<file path="config.mk">
export PLATFORM = sky130hd
export DESIGN_NAME = csies_error_status
export DESIGN_NICKNAME = d
export VERILOG_FILES = /design/src/design/csies_error_status.v
export VERILOG_INCLUDE_DIRS = /design/src /design/src/design
export SDC_FILE = /design/constraint.sdc
export NUM_CORES = 1
export LEC_CHECK = 0
export BUFFER_PORTS_ARGS = -buffer_cell sky130_fd_sc_hd__buf_2
export CAP_MARGIN = 20
export CORE_MARGIN = 2
export CORE_UTILIZATION = 35
export CTS_CLUSTER_SIZE = 30
export DETAILED_ROUTE_END_ITERATION = 8
export GPL_TIMING_DRIVEN = 1
export PLACE_DENSITY_LB_ADDON = 0.3
export SETUP_SLACK_MARGIN = 0.5
export SYNTH_ARGS = -nofsm -noshare
export SYNTH_HDL_FRONTEND = slang
export SYNTH_SLANG_ARGS = --single-unit
</file>
<file path="constraint.sdc">
create_clock -name mclk -period 3.7 [get_ports mclk]
set_input_delay 0.37 -clock mclk [delete_from_list [all_inputs] [get_ports mclk]]
set_output_delay 0.37 -clock mclk [all_outputs]
set_load 0.03 [all_outputs]
</file>
<file path="src/design/csies_consts.vh">
// Register offsets, field positions and reset values of the error status capture block.
`ifndef CSIES_CONSTS_VH
`define CSIES_CONSTS_VH
`define CSIES_OFS_GLOBAL_EN    8'h20
`define CSIES_OFS_STATUS       8'h24
`define CSIES_OFS_IRQ_EN       8'h28
`define CSIES_STATUS_RESET     32'h00000000
`define CSIES_IRQ_EN_RESET     32'h00000000
`define CSIES_GLOBAL_EN_RESET  1'h0
`define CSIES_IMPL_MASK        32'h807E3FFF
`define CSIES_BIT_FRAME_RX     31
`define CSIES_BIT_WC_CORRUPT   22
`define CSIES_BIT_LANE_CFG     21
`define CSIES_BIT_SPF_FULL     20
`define CSIES_BIT_SPF_NEMPTY   19
`define CSIES_BIT_LB_FULL      18
`define CSIES_BIT_STOP_STATE   17
`define CSIES_BIT_SOT_BURST    13
`define CSIES_BIT_SOT_SYNC     12
`define CSIES_BIT_ECC_DOUBLE   11
`define CSIES_BIT_ECC_SINGLE   10
`define CSIES_BIT_CRC          9
`define CSIES_BIT_UNKNOWN_DT   8
`define CSIES_BIT_VC_SYNC_BASE 1
`define CSIES_BIT_VC_DATA_BASE 0
`define CSIES_SYNC_LB_FULL     0
`define CSIES_SYNC_SPF_FULL    1
`define CSIES_SYNC_SPF_NEMPTY  2
`define CSIES_SYNC_STOP        3
`define CSIES_SYNC_SOT_BURST   4
`define CSIES_SYNC_SOT_SYNC    5
`define CSIES_SYNC_COUNT       6
`endif

</file>
<file path="src/design/csies_error_status.v">
// Error and status capture with write-one-to-clear status and gated interrupt.
`timescale 1ns/1ps
// What this block does
// Set bit 21 while programmed active lanes exceed maximum lanes.
// Set bit 20 when short packet FIFO full is seen.
// Set bit 19 when short packet FIFO holds an entry.
// Set bit 18 when the stream line buffer is full.
// Software recovers from line buffer full by the external video reset.
// Set bit 17 when the lane interface reports Stop state.
// Set bit 13 on a start-of-transmission burst error.
// Set bit 12 when start-of-transmission sync fails completely.
// Set bit 11 on a two-bit header ECC error.
// Set bit 10 on a corrected single-bit header ECC error.
// Set bit 9 when payload checksum mismatches.
// Set bit 8 on an unknown or unimplemented data identifier.
// Frame end without frame start sets that channel's pairing error bit.
// Frame end after payload checksum error sets that channel's payload error bit.
// A sync failure also raises the frame pairing error.
// Writing one clears a status bit; writing zero keeps it.
// Cross-domain conditions pass through two-flop synchronisers.
// A set in the same cycle as a clear leaves the bit set.
// Double-bit header errors are charged to the header's channel field.
// Sync failures are charged to the channel last seen by the header stage.
// Set bit 31 when a frame end short packet is received.
// Set bit 22 on word count corruption beyond ECC detection.
// Master enable clear blocks the interrupt entirely.
// Per-bit enables gate the interrupt only, never the capture.
// Interrupt is a high level: master enable and any enabled set bit.
`include "csies_consts.vh"

module csies_error_status (
  // Clock and reset; reset_n is the external video reset.
  input  wire        mclk,
  input  wire        reset_n,
  // Register port.
  input  wire [7:0]  reg_addr,
  input  wire        reg_wr,
  input  wire [31:0] reg_wdata,
  input  wire        reg_rd,
  output reg  [31:0] reg_rdata,
  // Lane configuration from the protocol configuration.
  input  wire [1:0]  active_lanes,
  input  wire [1:0]  max_lanes,
  // Core clock domain conditions, asynchronous here.
  input  wire        line_buffer_full,
  input  wire        spkt_fifo_full,
  input  wire        spkt_fifo_not_empty,
  // Lane interface conditions, asynchronous here.
  input  wire        lane_stop_state,
  input  wire        sot_burst_error,
  input  wire        sot_sync_failure,
  // Packet decoder events, one-cycle pulses in this clock domain.
  input  wire        header_valid,
  input  wire [1:0]  header_vc,
  input  wire        header_double_bit_error,
  input  wire        header_single_bit_fixed,
  input  wire        payload_checksum_error,
  input  wire        unknown_data_type_error,
  input  wire        word_count_corrupt,
  input  wire        frame_start,
  input  wire        frame_end,
  // Interrupt output.
  output wire        irq
);

  reg  [31:0]                  status;
  reg  [31:0]                  irq_enable;
  reg                          global_enable;
  reg  [`CSIES_SYNC_COUNT-1:0] sync_meta;
  reg  [`CSIES_SYNC_COUNT-1:0] sync_out;
  reg                          sot_sync_prev;
  reg                          sot_burst_prev;
  reg  [1:0]                   last_vc;
  reg  [3:0]                   in_frame;
  reg  [3:0]                   payload_bad;
  reg  [31:0]                  set_vec;
  reg  [31:0]                  clr_vec;
  reg  [31:0]                  next_status;
  reg  [3:0]                   next_in_frame;
  reg  [3:0]                   next_payload_bad;
  wire                         sot_sync_rise;
  wire                         sot_burst_rise;
  wire [3:0]                   sync_err_vc;
  wire [3:0]                   data_err_vc;

  // Levels from foreign domains: meta stage feeds only the second stage.
  genvar g;
  generate
    for (g = 0; g < `CSIES_SYNC_COUNT; g = g + 1) begin : g_sync
      wire raw_in;
      assign raw_in = (g == `CSIES_SYNC_LB_FULL)    ? line_buffer_full :
                      (g == `CSIES_SYNC_SPF_FULL)   ? spkt_fifo_full :
                      (g == `CSIES_SYNC_SPF_NEMPTY) ? spkt_fifo_not_empty :
                      (g == `CSIES_SYNC_STOP)       ? lane_stop_state :
                      (g == `CSIES_SYNC_SOT_BURST)  ? sot_burst_error :
                                                      sot_sync_failure;
      always @(posedge mclk or negedge reset_n) begin
        if (!reset_n) begin
          sync_meta[g] <= 1'b0;
          sync_out[g]  <= 1'b0;
        end else begin
          sync_meta[g] <= raw_in;
          sync_out[g]  <= sync_meta[g];
        end
      end
    end
  endgenerate

  assign sot_sync_rise  = sync_out[`CSIES_SYNC_SOT_SYNC] & ~sot_sync_prev;
  assign sot_burst_rise = sync_out[`CSIES_SYNC_SOT_BURST] & ~sot_burst_prev;

  // Per-channel frame tracking and error attribution.
  generate
    for (g = 0; g < 4; g = g + 1) begin : g_vc
      wire fe_here;
      wire fs_here;
      assign fe_here = frame_end & (header_vc == g);
      assign fs_here = frame_start & (header_vc == g);
      assign sync_err_vc[g] = (fe_here & ~in_frame[g]) |
                              (sot_sync_rise & (last_vc == g));
      assign data_err_vc[g] = fe_here & payload_bad[g];
      always @* begin
        next_in_frame[g]    = in_frame[g];
        next_payload_bad[g] = payload_bad[g];
        if (fe_here) begin
          next_in_frame[g]    = 1'b0;
          next_payload_bad[g] = 1'b0;
        end else if (fs_here) begin
          next_in_frame[g]    = 1'b1;
          next_payload_bad[g] = 1'b0;
        end else if (((payload_checksum_error | header_double_bit_error) &
                      (header_vc == g)) |
                     (sot_sync_rise & (last_vc == g))) begin
          next_payload_bad[g] = 1'b1;
        end
      end
    end
  endgenerate

  always @* begin
    set_vec = 32'h00000000;
    set_vec[`CSIES_BIT_FRAME_RX]   = frame_end;
    set_vec[`CSIES_BIT_WC_CORRUPT] = word_count_corrupt;
    set_vec[`CSIES_BIT_LANE_CFG]   = (active_lanes > max_lanes);
    set_vec[`CSIES_BIT_SPF_FULL]   = sync_out[`CSIES_SYNC_SPF_FULL];
    set_vec[`CSIES_BIT_SPF_NEMPTY] = sync_out[`CSIES_SYNC_SPF_NEMPTY];
    // The line buffer bit stays set while full; only the video reset recovers.
    set_vec[`CSIES_BIT_LB_FULL]    = sync_out[`CSIES_SYNC_LB_FULL];
    set_vec[`CSIES_BIT_STOP_STATE] = sync_out[`CSIES_SYNC_STOP];
    set_vec[`CSIES_BIT_SOT_BURST]  = sot_burst_rise;
    set_vec[`CSIES_BIT_SOT_SYNC]   = sot_sync_rise;
    set_vec[`CSIES_BIT_ECC_DOUBLE] = header_double_bit_error;
    set_vec[`CSIES_BIT_ECC_SINGLE] = header_single_bit_fixed;
    set_vec[`CSIES_BIT_CRC]        = payload_checksum_error;
    set_vec[`CSIES_BIT_UNKNOWN_DT] = unknown_data_type_error;
    set_vec[`CSIES_BIT_VC_SYNC_BASE+6] = sync_err_vc[3];
    set_vec[`CSIES_BIT_VC_SYNC_BASE+4] = sync_err_vc[2];
    set_vec[`CSIES_BIT_VC_SYNC_BASE+2] = sync_err_vc[1];
    set_vec[`CSIES_BIT_VC_SYNC_BASE]   = sync_err_vc[0];
    set_vec[`CSIES_BIT_VC_DATA_BASE+6] = data_err_vc[3];
    set_vec[`CSIES_BIT_VC_DATA_BASE+4] = data_err_vc[2];
    set_vec[`CSIES_BIT_VC_DATA_BASE+2] = data_err_vc[1];
    set_vec[`CSIES_BIT_VC_DATA_BASE]   = data_err_vc[0];
    clr_vec = 32'h00000000;
    if (reg_wr && (reg_addr == `CSIES_OFS_STATUS)) begin
      clr_vec = reg_wdata;
    end
    // Set is applied after the clear so a coincident event survives.
    next_status = ((status & ~clr_vec) | set_vec) & `CSIES_IMPL_MASK;
  end

  always @(posedge mclk or negedge reset_n) begin
    if (!reset_n) begin
      status         <= `CSIES_STATUS_RESET;
      irq_enable     <= `CSIES_IRQ_EN_RESET;
      global_enable  <= `CSIES_GLOBAL_EN_RESET;
      sot_sync_prev  <= 1'b0;
      sot_burst_prev <= 1'b0;
      last_vc        <= 2'h0;
      in_frame       <= 4'h0;
      payload_bad    <= 4'h0;
      reg_rdata      <= 32'h00000000;
    end else begin
      status         <= next_status;
      sot_sync_prev  <= sync_out[`CSIES_SYNC_SOT_SYNC];
      sot_burst_prev <= sync_out[`CSIES_SYNC_SOT_BURST];
      in_frame       <= next_in_frame;
      payload_bad    <= next_payload_bad;
      if (header_valid) begin
        last_vc <= header_vc;
      end
      if (reg_wr && (reg_addr == `CSIES_OFS_IRQ_EN)) begin
        irq_enable <= reg_wdata & `CSIES_IMPL_MASK;
      end
      if (reg_wr && (reg_addr == `CSIES_OFS_GLOBAL_EN)) begin
        global_enable <= reg_wdata[0];
      end
      if (reg_rd) begin
        case (reg_addr)
          `CSIES_OFS_GLOBAL_EN: reg_rdata <= {31'h00000000, global_enable};
          `CSIES_OFS_STATUS:    reg_rdata <= status;
          `CSIES_OFS_IRQ_EN:    reg_rdata <= irq_enable;
          default:              reg_rdata <= 32'h00000000;
        endcase
      end
    end
  end

  // Enables only gate the output; capture above ignores them.
  assign irq = global_enable & (|(status & irq_enable));

endmodule // csies_error_status

</file>
== Word level (Yosys, flattened, before mapping) ==
Index checks and enable logic that the tools add are counted.

* Register bits: 99
* Bits of input ports: 64
* Output and inout bits: 33
* Logic and storage cells: 119

* Order comparisons: 1
* Equality and inequality tests: 9
* Muxes and demuxes: 22
* Bitwise operators: 46
* Reduce and logical (&&, ||, !) cells: 14

{| class="wikitable"
|+ Operators by type and width
! cell !! count
|-
| one-hot mux 32 bit (3 select lines) || 1
|-
| bitwise AND 32 bit || 2
|-
| two-way mux 32 bit || 1
|-
| inverter 32 bit || 1
|-
| OR 32 bit || 1
|-
| OR reduction 32 bit || 1
|-
| bitwise AND 1 bit || 27
|-
| == test 8 x 6 -> 1 bit, second input constant || 3
|-
| two-way mux 1 bit || 20
|-
| nonzero test 3 bit || 4
|-
| OR 1 bit || 9
|-
| == test 2 bit, second input constant || 4
|-
| nonzero test 2 bit || 4
|-
| inverter 1 bit || 6
|-
| == test 2 x 1 -> 1 bit, second input constant || 2
|-
| logical NOT 2 bit || 2
|-
| logical AND 1 bit || 3
|-
| greater-than comparator 2 bit || 1
|}

== Logic depth before layout (Yosys ltp) ==
* Depth in word-level cells: 7
* Gate-level depth with buffers: 6
* Mapped depth without buffers: 6

== Worst setup path after synthesis ==
No wires, ideal clock.

* Kind: input port to flip-flop
* From: input port reg_addr[4]
* To: register irq_enable[10]
* Setup time: 125 ps
* Data arrival time: 1632 ps
* Data required time: 3575 ps
* Setup slack: 1943 ps
* Cell stages on the path: 5
* Buffers on the path: 1
* Cells stage by stage: or4b_4 -> nor2_4 -> nand3_2 -> buf_6 -> mux2_4

* Word-level cells in the longest chain between the ends: 2

{| class="wikitable"
|+ RTL lines
! what !! RTL line !! text
|-
| start: declaration || csies_error_status.v:36 || <nowiki>input wire [7:0] reg_addr,</nowiki>
|-
| == test 8 x 6 -> 1 bit || -- ||
|-
| logical AND 1 bit || csies_error_status.v:192 || <nowiki>if (reg_wr && (reg_addr == `CSIES_OFS_IRQ_EN)) begin</nowiki>
|-
| end signal: assignment || csies_error_status.v:175 || <nowiki>irq_enable <= `CSIES_IRQ_EN_RESET;</nowiki>
|-
| end signal: assignment || csies_error_status.v:193 || <nowiki>irq_enable <= reg_wdata & `CSIES_IMPL_MASK;</nowiki>
|-
| end: declaration || csies_error_status.v:67 || <nowiki>reg [31:0] irq_enable;</nowiki>
|}

Every way passes these cells.
A chain may end at the register's enable or synchronous reset.

== Worst setup path in the final report ==
* From: register status[17]
* To: output port irq

* Word-level cells in the longest chain between the ends: 3

{| class="wikitable"
|+ RTL lines
! what !! RTL line !! text
|-
| start: declaration || csies_error_status.v:66 || <nowiki>reg [31:0] status;</nowiki>
|-
| start signal: assignment || csies_error_status.v:174 || <nowiki>status <= `CSIES_STATUS_RESET;</nowiki>
|-
| start signal: assignment || csies_error_status.v:184 || <nowiki>status <= next_status;</nowiki>
|-
| bitwise AND 32 bit || csies_error_status.v:210 || <nowiki>assign irq = global_enable & (|(status & irq_enable));</nowiki>
|-
| OR reduction 32 bit || csies_error_status.v:210 ||
|-
| bitwise AND 1 bit || csies_error_status.v:210 ||
|-
| end: declaration || csies_error_status.v:63 || <nowiki>output wire irq</nowiki>
|}

Every way passes these cells.

==> impl_metrics.prom <==
# TYPE chip_impl_metric gauge
chip_impl_metric{name="clkLatencyLatePin",unit="ns"} 0.35
chip_impl_metric{name="vias_per_cell",unit=""} 4.899
chip_impl_metric{name="numCtsBuffers",unit=""} 9
chip_impl_metric{name="clock.fmax",unit="MHz"} 433.2
chip_impl_metric{name="fp-row-count",unit=""} 38
chip_impl_metric{name="p_seq_frac",unit=""} 0.530
chip_impl_metric{name="maximum_vdd_drop",unit="V"} 0.0001994
chip_impl_metric{name="final_layout_size_suffix_gt1_frac",unit=""} 0.3098
chip_impl_metric{name="finalHoldViolations",unit=""} 0
chip_impl_metric{name="setup_violators_final",unit=""} 0
chip_impl_metric{name="critPathBufInv",unit=""} 1
chip_impl_metric{name="gp_congestion",unit=""} 0.7884
chip_impl_metric{name="globalRouteTotalUtil",unit=""} 0.1576
chip_impl_info{name="ctsRootBufferMaster",value="sky130_fd_sc_hd__clkbuf_8"} 1
chip_impl_metric{name="timing.clock.skew",unit="ns"} 0.008632
chip_impl_metric{name="routed-via-count",unit=""} 2631
chip_impl_metric{name="gr-total-overflow",unit=""} 0
chip_impl_metric{name="yosysSeqAreaShare",unit=""} 0.5797
chip_impl_metric{name="postSynthAreaPerCell",unit="um^2"} 11.98
chip_impl_metric{name="tightest_slew",unit="ns"} 0.9181
chip_impl_metric{name="final_design_area_no_fill",unit="um^2"} 4504
chip_impl_metric{name="critPathArrivalTime",unit="ns"} 1.94
chip_impl_metric{name="synthArstFlopShare",unit=""} 1.000
chip_impl_metric{name="timing.max_cap.violations",unit=""} 0
chip_impl_metric{name="synth.yosys.warnings",unit=""} 0
chip_impl_metric{name="report.power.total",unit="mW"} 1.944
chip_impl_metric{name="final.hold.worst_slack",unit="ns"} 0.1142
chip_impl_metric{name="floorplan.die_area",unit="um^2"} 11700
chip_impl_metric{name="final_cells",unit=""} 537
chip_impl_metric{name="pin_count",unit=""} 97
chip_impl_metric{name="p_leak",unit="nW"} 2.076
chip_impl_metric{name="worst_setup_hold_path_clk_slew",unit="ns"} 0.08
chip_impl_metric{name="cts.sink_count",unit=""} 88
chip_impl_metric{name="synthesis.area",unit="um^2"} 3799
chip_impl_metric{name="count_of_flip_flops_with_a_built_in_enable_after_synthesis",unit=""} 0
chip_impl_metric{name="critical_path.max_stage_delay",unit="ns"} 0.40
chip_impl_metric{name="synth.top_cell.area_share",unit=""} 0.5797
chip_impl_info{name="cp_slowest_cell",value="sky130_fd_sc_hd__dfrtp_1"} 1
chip_impl_info{name="timing.hold.worst.class",value="primary input to register"} 1
chip_impl_metric{name="power.combinational.fraction",unit=""} 0.098
chip_impl_metric{name="synthesis.instances",unit=""} 317
chip_impl_metric{name="cts_hold_buf",unit=""} 0
chip_impl_metric{name="synth_seq_cells",unit=""} 88
chip_impl_metric{name="drt-initial-drc-count",unit=""} 166
chip_impl_metric{name="antenna_cells_inserted",unit=""} 0
chip_impl_info{name="rsz0062_at_grt",value="false"} 1
chip_impl_metric{name="design.core.area",unit="um^2"} 10700
chip_impl_metric{name="critPathMaxFanout",unit=""} 3
chip_impl_metric{name="min_period",unit="ns"} 2.309
chip_impl_info{name="synthTopCellsByArea",value="sky130_fd_sc_hd__dfrtp_1 (58%), sky130_fd_sc_hd__mux2_4 (7.9%), sky130_fd_sc_hd__a22oi_1 (5.3%), sky130_fd_sc_hd__o22ai_1 (3.5%), sky130_fd_sc_hd__a21o_1 (2.8%)"} 1
chip_impl_info{name="endpoint_kind_of_the_worst_setup_timing_path",value="primary output"} 1
chip_impl_metric{name="routed_wire_length_per_instance",unit="um"} 16.20
chip_impl_metric{name="post_cts_sizing_count",unit=""} 0
chip_impl_metric{name="synth_cell_types",unit=""} 38
chip_impl_metric{name="finalWirelength",unit="mm"} 8.702
chip_impl_info{name="ys.flop_type",value="sky130_fd_sc_hd__dfrtp_1"} 1
chip_impl_metric{name="drt-pass1-iter-count",unit=""} 4
chip_impl_metric{name="num-nets-final",unit=""} 458
chip_impl_metric{name="pwr-share-clk",unit=""} 0.372
chip_impl_metric{name="place.detailed.hpwl",unit="mm"} 5.949
chip_impl_metric{name="grt_antenna_before_repair",unit=""} 0
chip_impl_metric{name="grt_first_pass_wirelength",unit="mm"} 13.92
chip_impl_metric{name="fp.dieW",unit="um"} 108.2
chip_impl_metric{name="internal_power",unit="mW"} 1.483
chip_impl_metric{name="count_of_final_max_slew_check_failures",unit=""} 0
chip_impl_metric{name="tns",unit="ns"} 0
chip_impl_info{name="tritoncts",value="yes"} 1
chip_impl_metric{name="swShare",unit=""} 0.2369
chip_impl_metric{name="switching_power",unit="mW"} 0.4605
chip_impl_metric{name="clk_path_buf_depth",unit=""} 2
chip_impl_metric{name="placed_area",unit="um^2"} 4253
chip_impl_metric{name="first_global_vias",unit=""} 2673
chip_impl_info{name="synth_area_leader_cell",value="sky130_fd_sc_hd__dfrtp_1"} 1
chip_impl_info{name="worst-setup-path-type",value="register to primary output"} 1
chip_impl_metric{name="floorplan.initialDensity",unit=""} 0.3551
chip_impl_metric{name="ctsHtreeMaxLevel",unit=""} 3
chip_impl_info{name="crit_chain",value="a22o_1 -> a221oi_1 -> nand3_1 -> o31a_1 -> buf_2"} 1
chip_impl_metric{name="area_growth",unit="%"} 18.58
chip_impl_info{name="startpoint_type",value="register"} 1
chip_impl_metric{name="dp.cells",unit=""} 519
chip_impl_metric{name="drt_drc_violations_left",unit=""} 0
chip_impl_metric{name="timing.final.crit_share",unit=""} 0.6239
chip_impl_metric{name="maximum_number_of_pins_on_one_net_before_global_route_repair",unit=""} 89
chip_impl_metric{name="max-slew-margin-rel",unit=""} 0.3862
chip_impl_metric{name="antenna_violating_nets_post_route",unit=""} 0
chip_impl_metric{name="fp.dieH",unit="um"} 108.2
chip_impl_metric{name="critical_path_required",unit="ns"} 3.33
chip_impl_metric{name="pwr_density_cell",unit="nW/um^2"} 431.6
chip_impl_info{name="status",value="finished clean"} 1
chip_impl_metric{name="cts_post_setup_buffers_inserted",unit=""} 0
chip_impl_metric{name="port-buffer-count",unit=""} 74
chip_impl_info{name="timing.critical_path.max_delay_family",value="compound AO/OA/AOI/OAI gates"} 1
==> registers in the layout, summed over array words and instances (netlist names) <==
register / flops
irq_enable: 21
reg_rdata: 21
status: 21
sync_meta: 6
in_frame: 4
payload_bad: 4
set_vec: 4
last_vc: 2
sync_out: 2
global_enable: 1
sot_burst_prev: 1
sot_sync_prev: 1
==> worst reg2reg max path, cell delays in order (launching register included) <==
cell	delay (ns)
sky130_fd_sc_hd__dfrtp_1	0.38
sky130_fd_sc_hd__nand2b_1	0.18
sky130_fd_sc_hd__nor3_1	0.33
sky130_fd_sc_hd__a211oi_1	0.08
sky130_fd_sc_hd__a21oi_1	0.13
==> per-stage QoR <==
stage	setup slack, ns	utilization
after floorplan	1.943	-
after global placement	1.156	0.3975
after detailed placement	1.134	0.3975
after CTS	1.352	0.4175
after global routing	1.329	0.4211
final	1.391	0.4211
==> final timing paths <==
kind	slack, ns	end	cells past startpoint	start
worst min register to register	0.35	set_vec[19]	0	sync_meta[2]
max in group asynchronous	2.60	reg_rdata[8]	3	reset_n
worst min-delay path	0.11	sync_meta[5]	1	sot_sync_failure
worst max register to register	2.53	payload_bad[0]	4	sot_sync_prev
min in group asynchronous	0.48	set_vec[17]	2	reset_n
worst max-delay path	1.39	irq	5	status[17]
==> cell families (layout without fill, tap and decap cells) <==
group	Yosys count	count (layout)	synth area share
other	1	11	0.0009872
and+or+nand+nor	54	54	0.07444
AOI/OAI and AO/OA	95	95	0.1766
DFF	88	88	0.5797
muxes	25	25	0.09354
adders and majority gates	2	2	0.006587
buffers and inverters	52	122	0.06818
==> layer usage <==
metal | wire, um | track usage | vias to the layer above
met2 | 4063 | 0.2444 | 63
li1 | - | - | 1263
met1 | 4025 | 0.2091 | 1291
met5 | 0 | 0 | -
met3 | 438 | 0.04340 | 14
met4 | 175 | 0.06502 | 0
==> cell usage after synthesis (all sizes together) (2+ instances only) <==
cell type,count
a21o,14
a21oi,11
a221oi,2
a22o,3
a22oi,27
a31oi,3
a32o,3
buf,15
clkbuf,11
dfrtp,88
ha,2
inv,26
mux2,24
nand2,25
nand3,9
nor2,7
nor2b,5
o21ai,3
o22ai,21
o2bb2ai,2
or2,3
==> cells in the final DEF (no fill, tap or decap), types with 4 or more instances in the layout <==
| cell | instances |
|---|---|
| sky130_fd_sc_hd__o22ai_1 | 21 |
| sky130_fd_sc_hd__nand2_1 | 25 |
| sky130_fd_sc_hd__a22oi_1 | 27 |
| sky130_fd_sc_hd__buf_4 | 5 |
| sky130_fd_sc_hd__nor2b_1 | 5 |
| sky130_fd_sc_hd__clkbuf_8 | 10 |
| sky130_fd_sc_hd__inv_1 | 26 |
| sky130_fd_sc_hd__a21oi_1 | 11 |
| sky130_fd_sc_hd__mux2_4 | 20 |
| sky130_fd_sc_hd__a21o_1 | 14 |
| sky130_fd_sc_hd__dfrtp_1 | 88 |
| sky130_fd_sc_hd__conb_1 | 11 |
| sky130_fd_sc_hd__nand3_1 | 8 |
| sky130_fd_sc_hd__buf_2 | 73 |
| sky130_fd_sc_hd__nor2_1 | 6 |
| sky130_fd_sc_hd__mux2_2 | 4 |
==> power groups by stage <==
stage,registers [mW],clock network [mW],logic (mW)
finish,1.03,0.722,0.191
global route,1.04,0.779,0.213
CTS,1.03,0.742,0.189
detailed placement,1.05,0,0.188
global placement,1.05,0,0.184
floorplan,1.04,0,0.118
==> final cells by class <==
class                           count  area [um^2]
Clock inverter                      3        65.06
Fill cell                        1025         6193
Sequential cell                    88         2202
Clock buffer                       13        148.9
Multi-Input combinational cell    187         1375
Timing Repair Buffer               80        440.4
Inverter                           26        97.59
Tap cell                          140        175.2
Note: power is estimated with default switching activity, not from simulation.
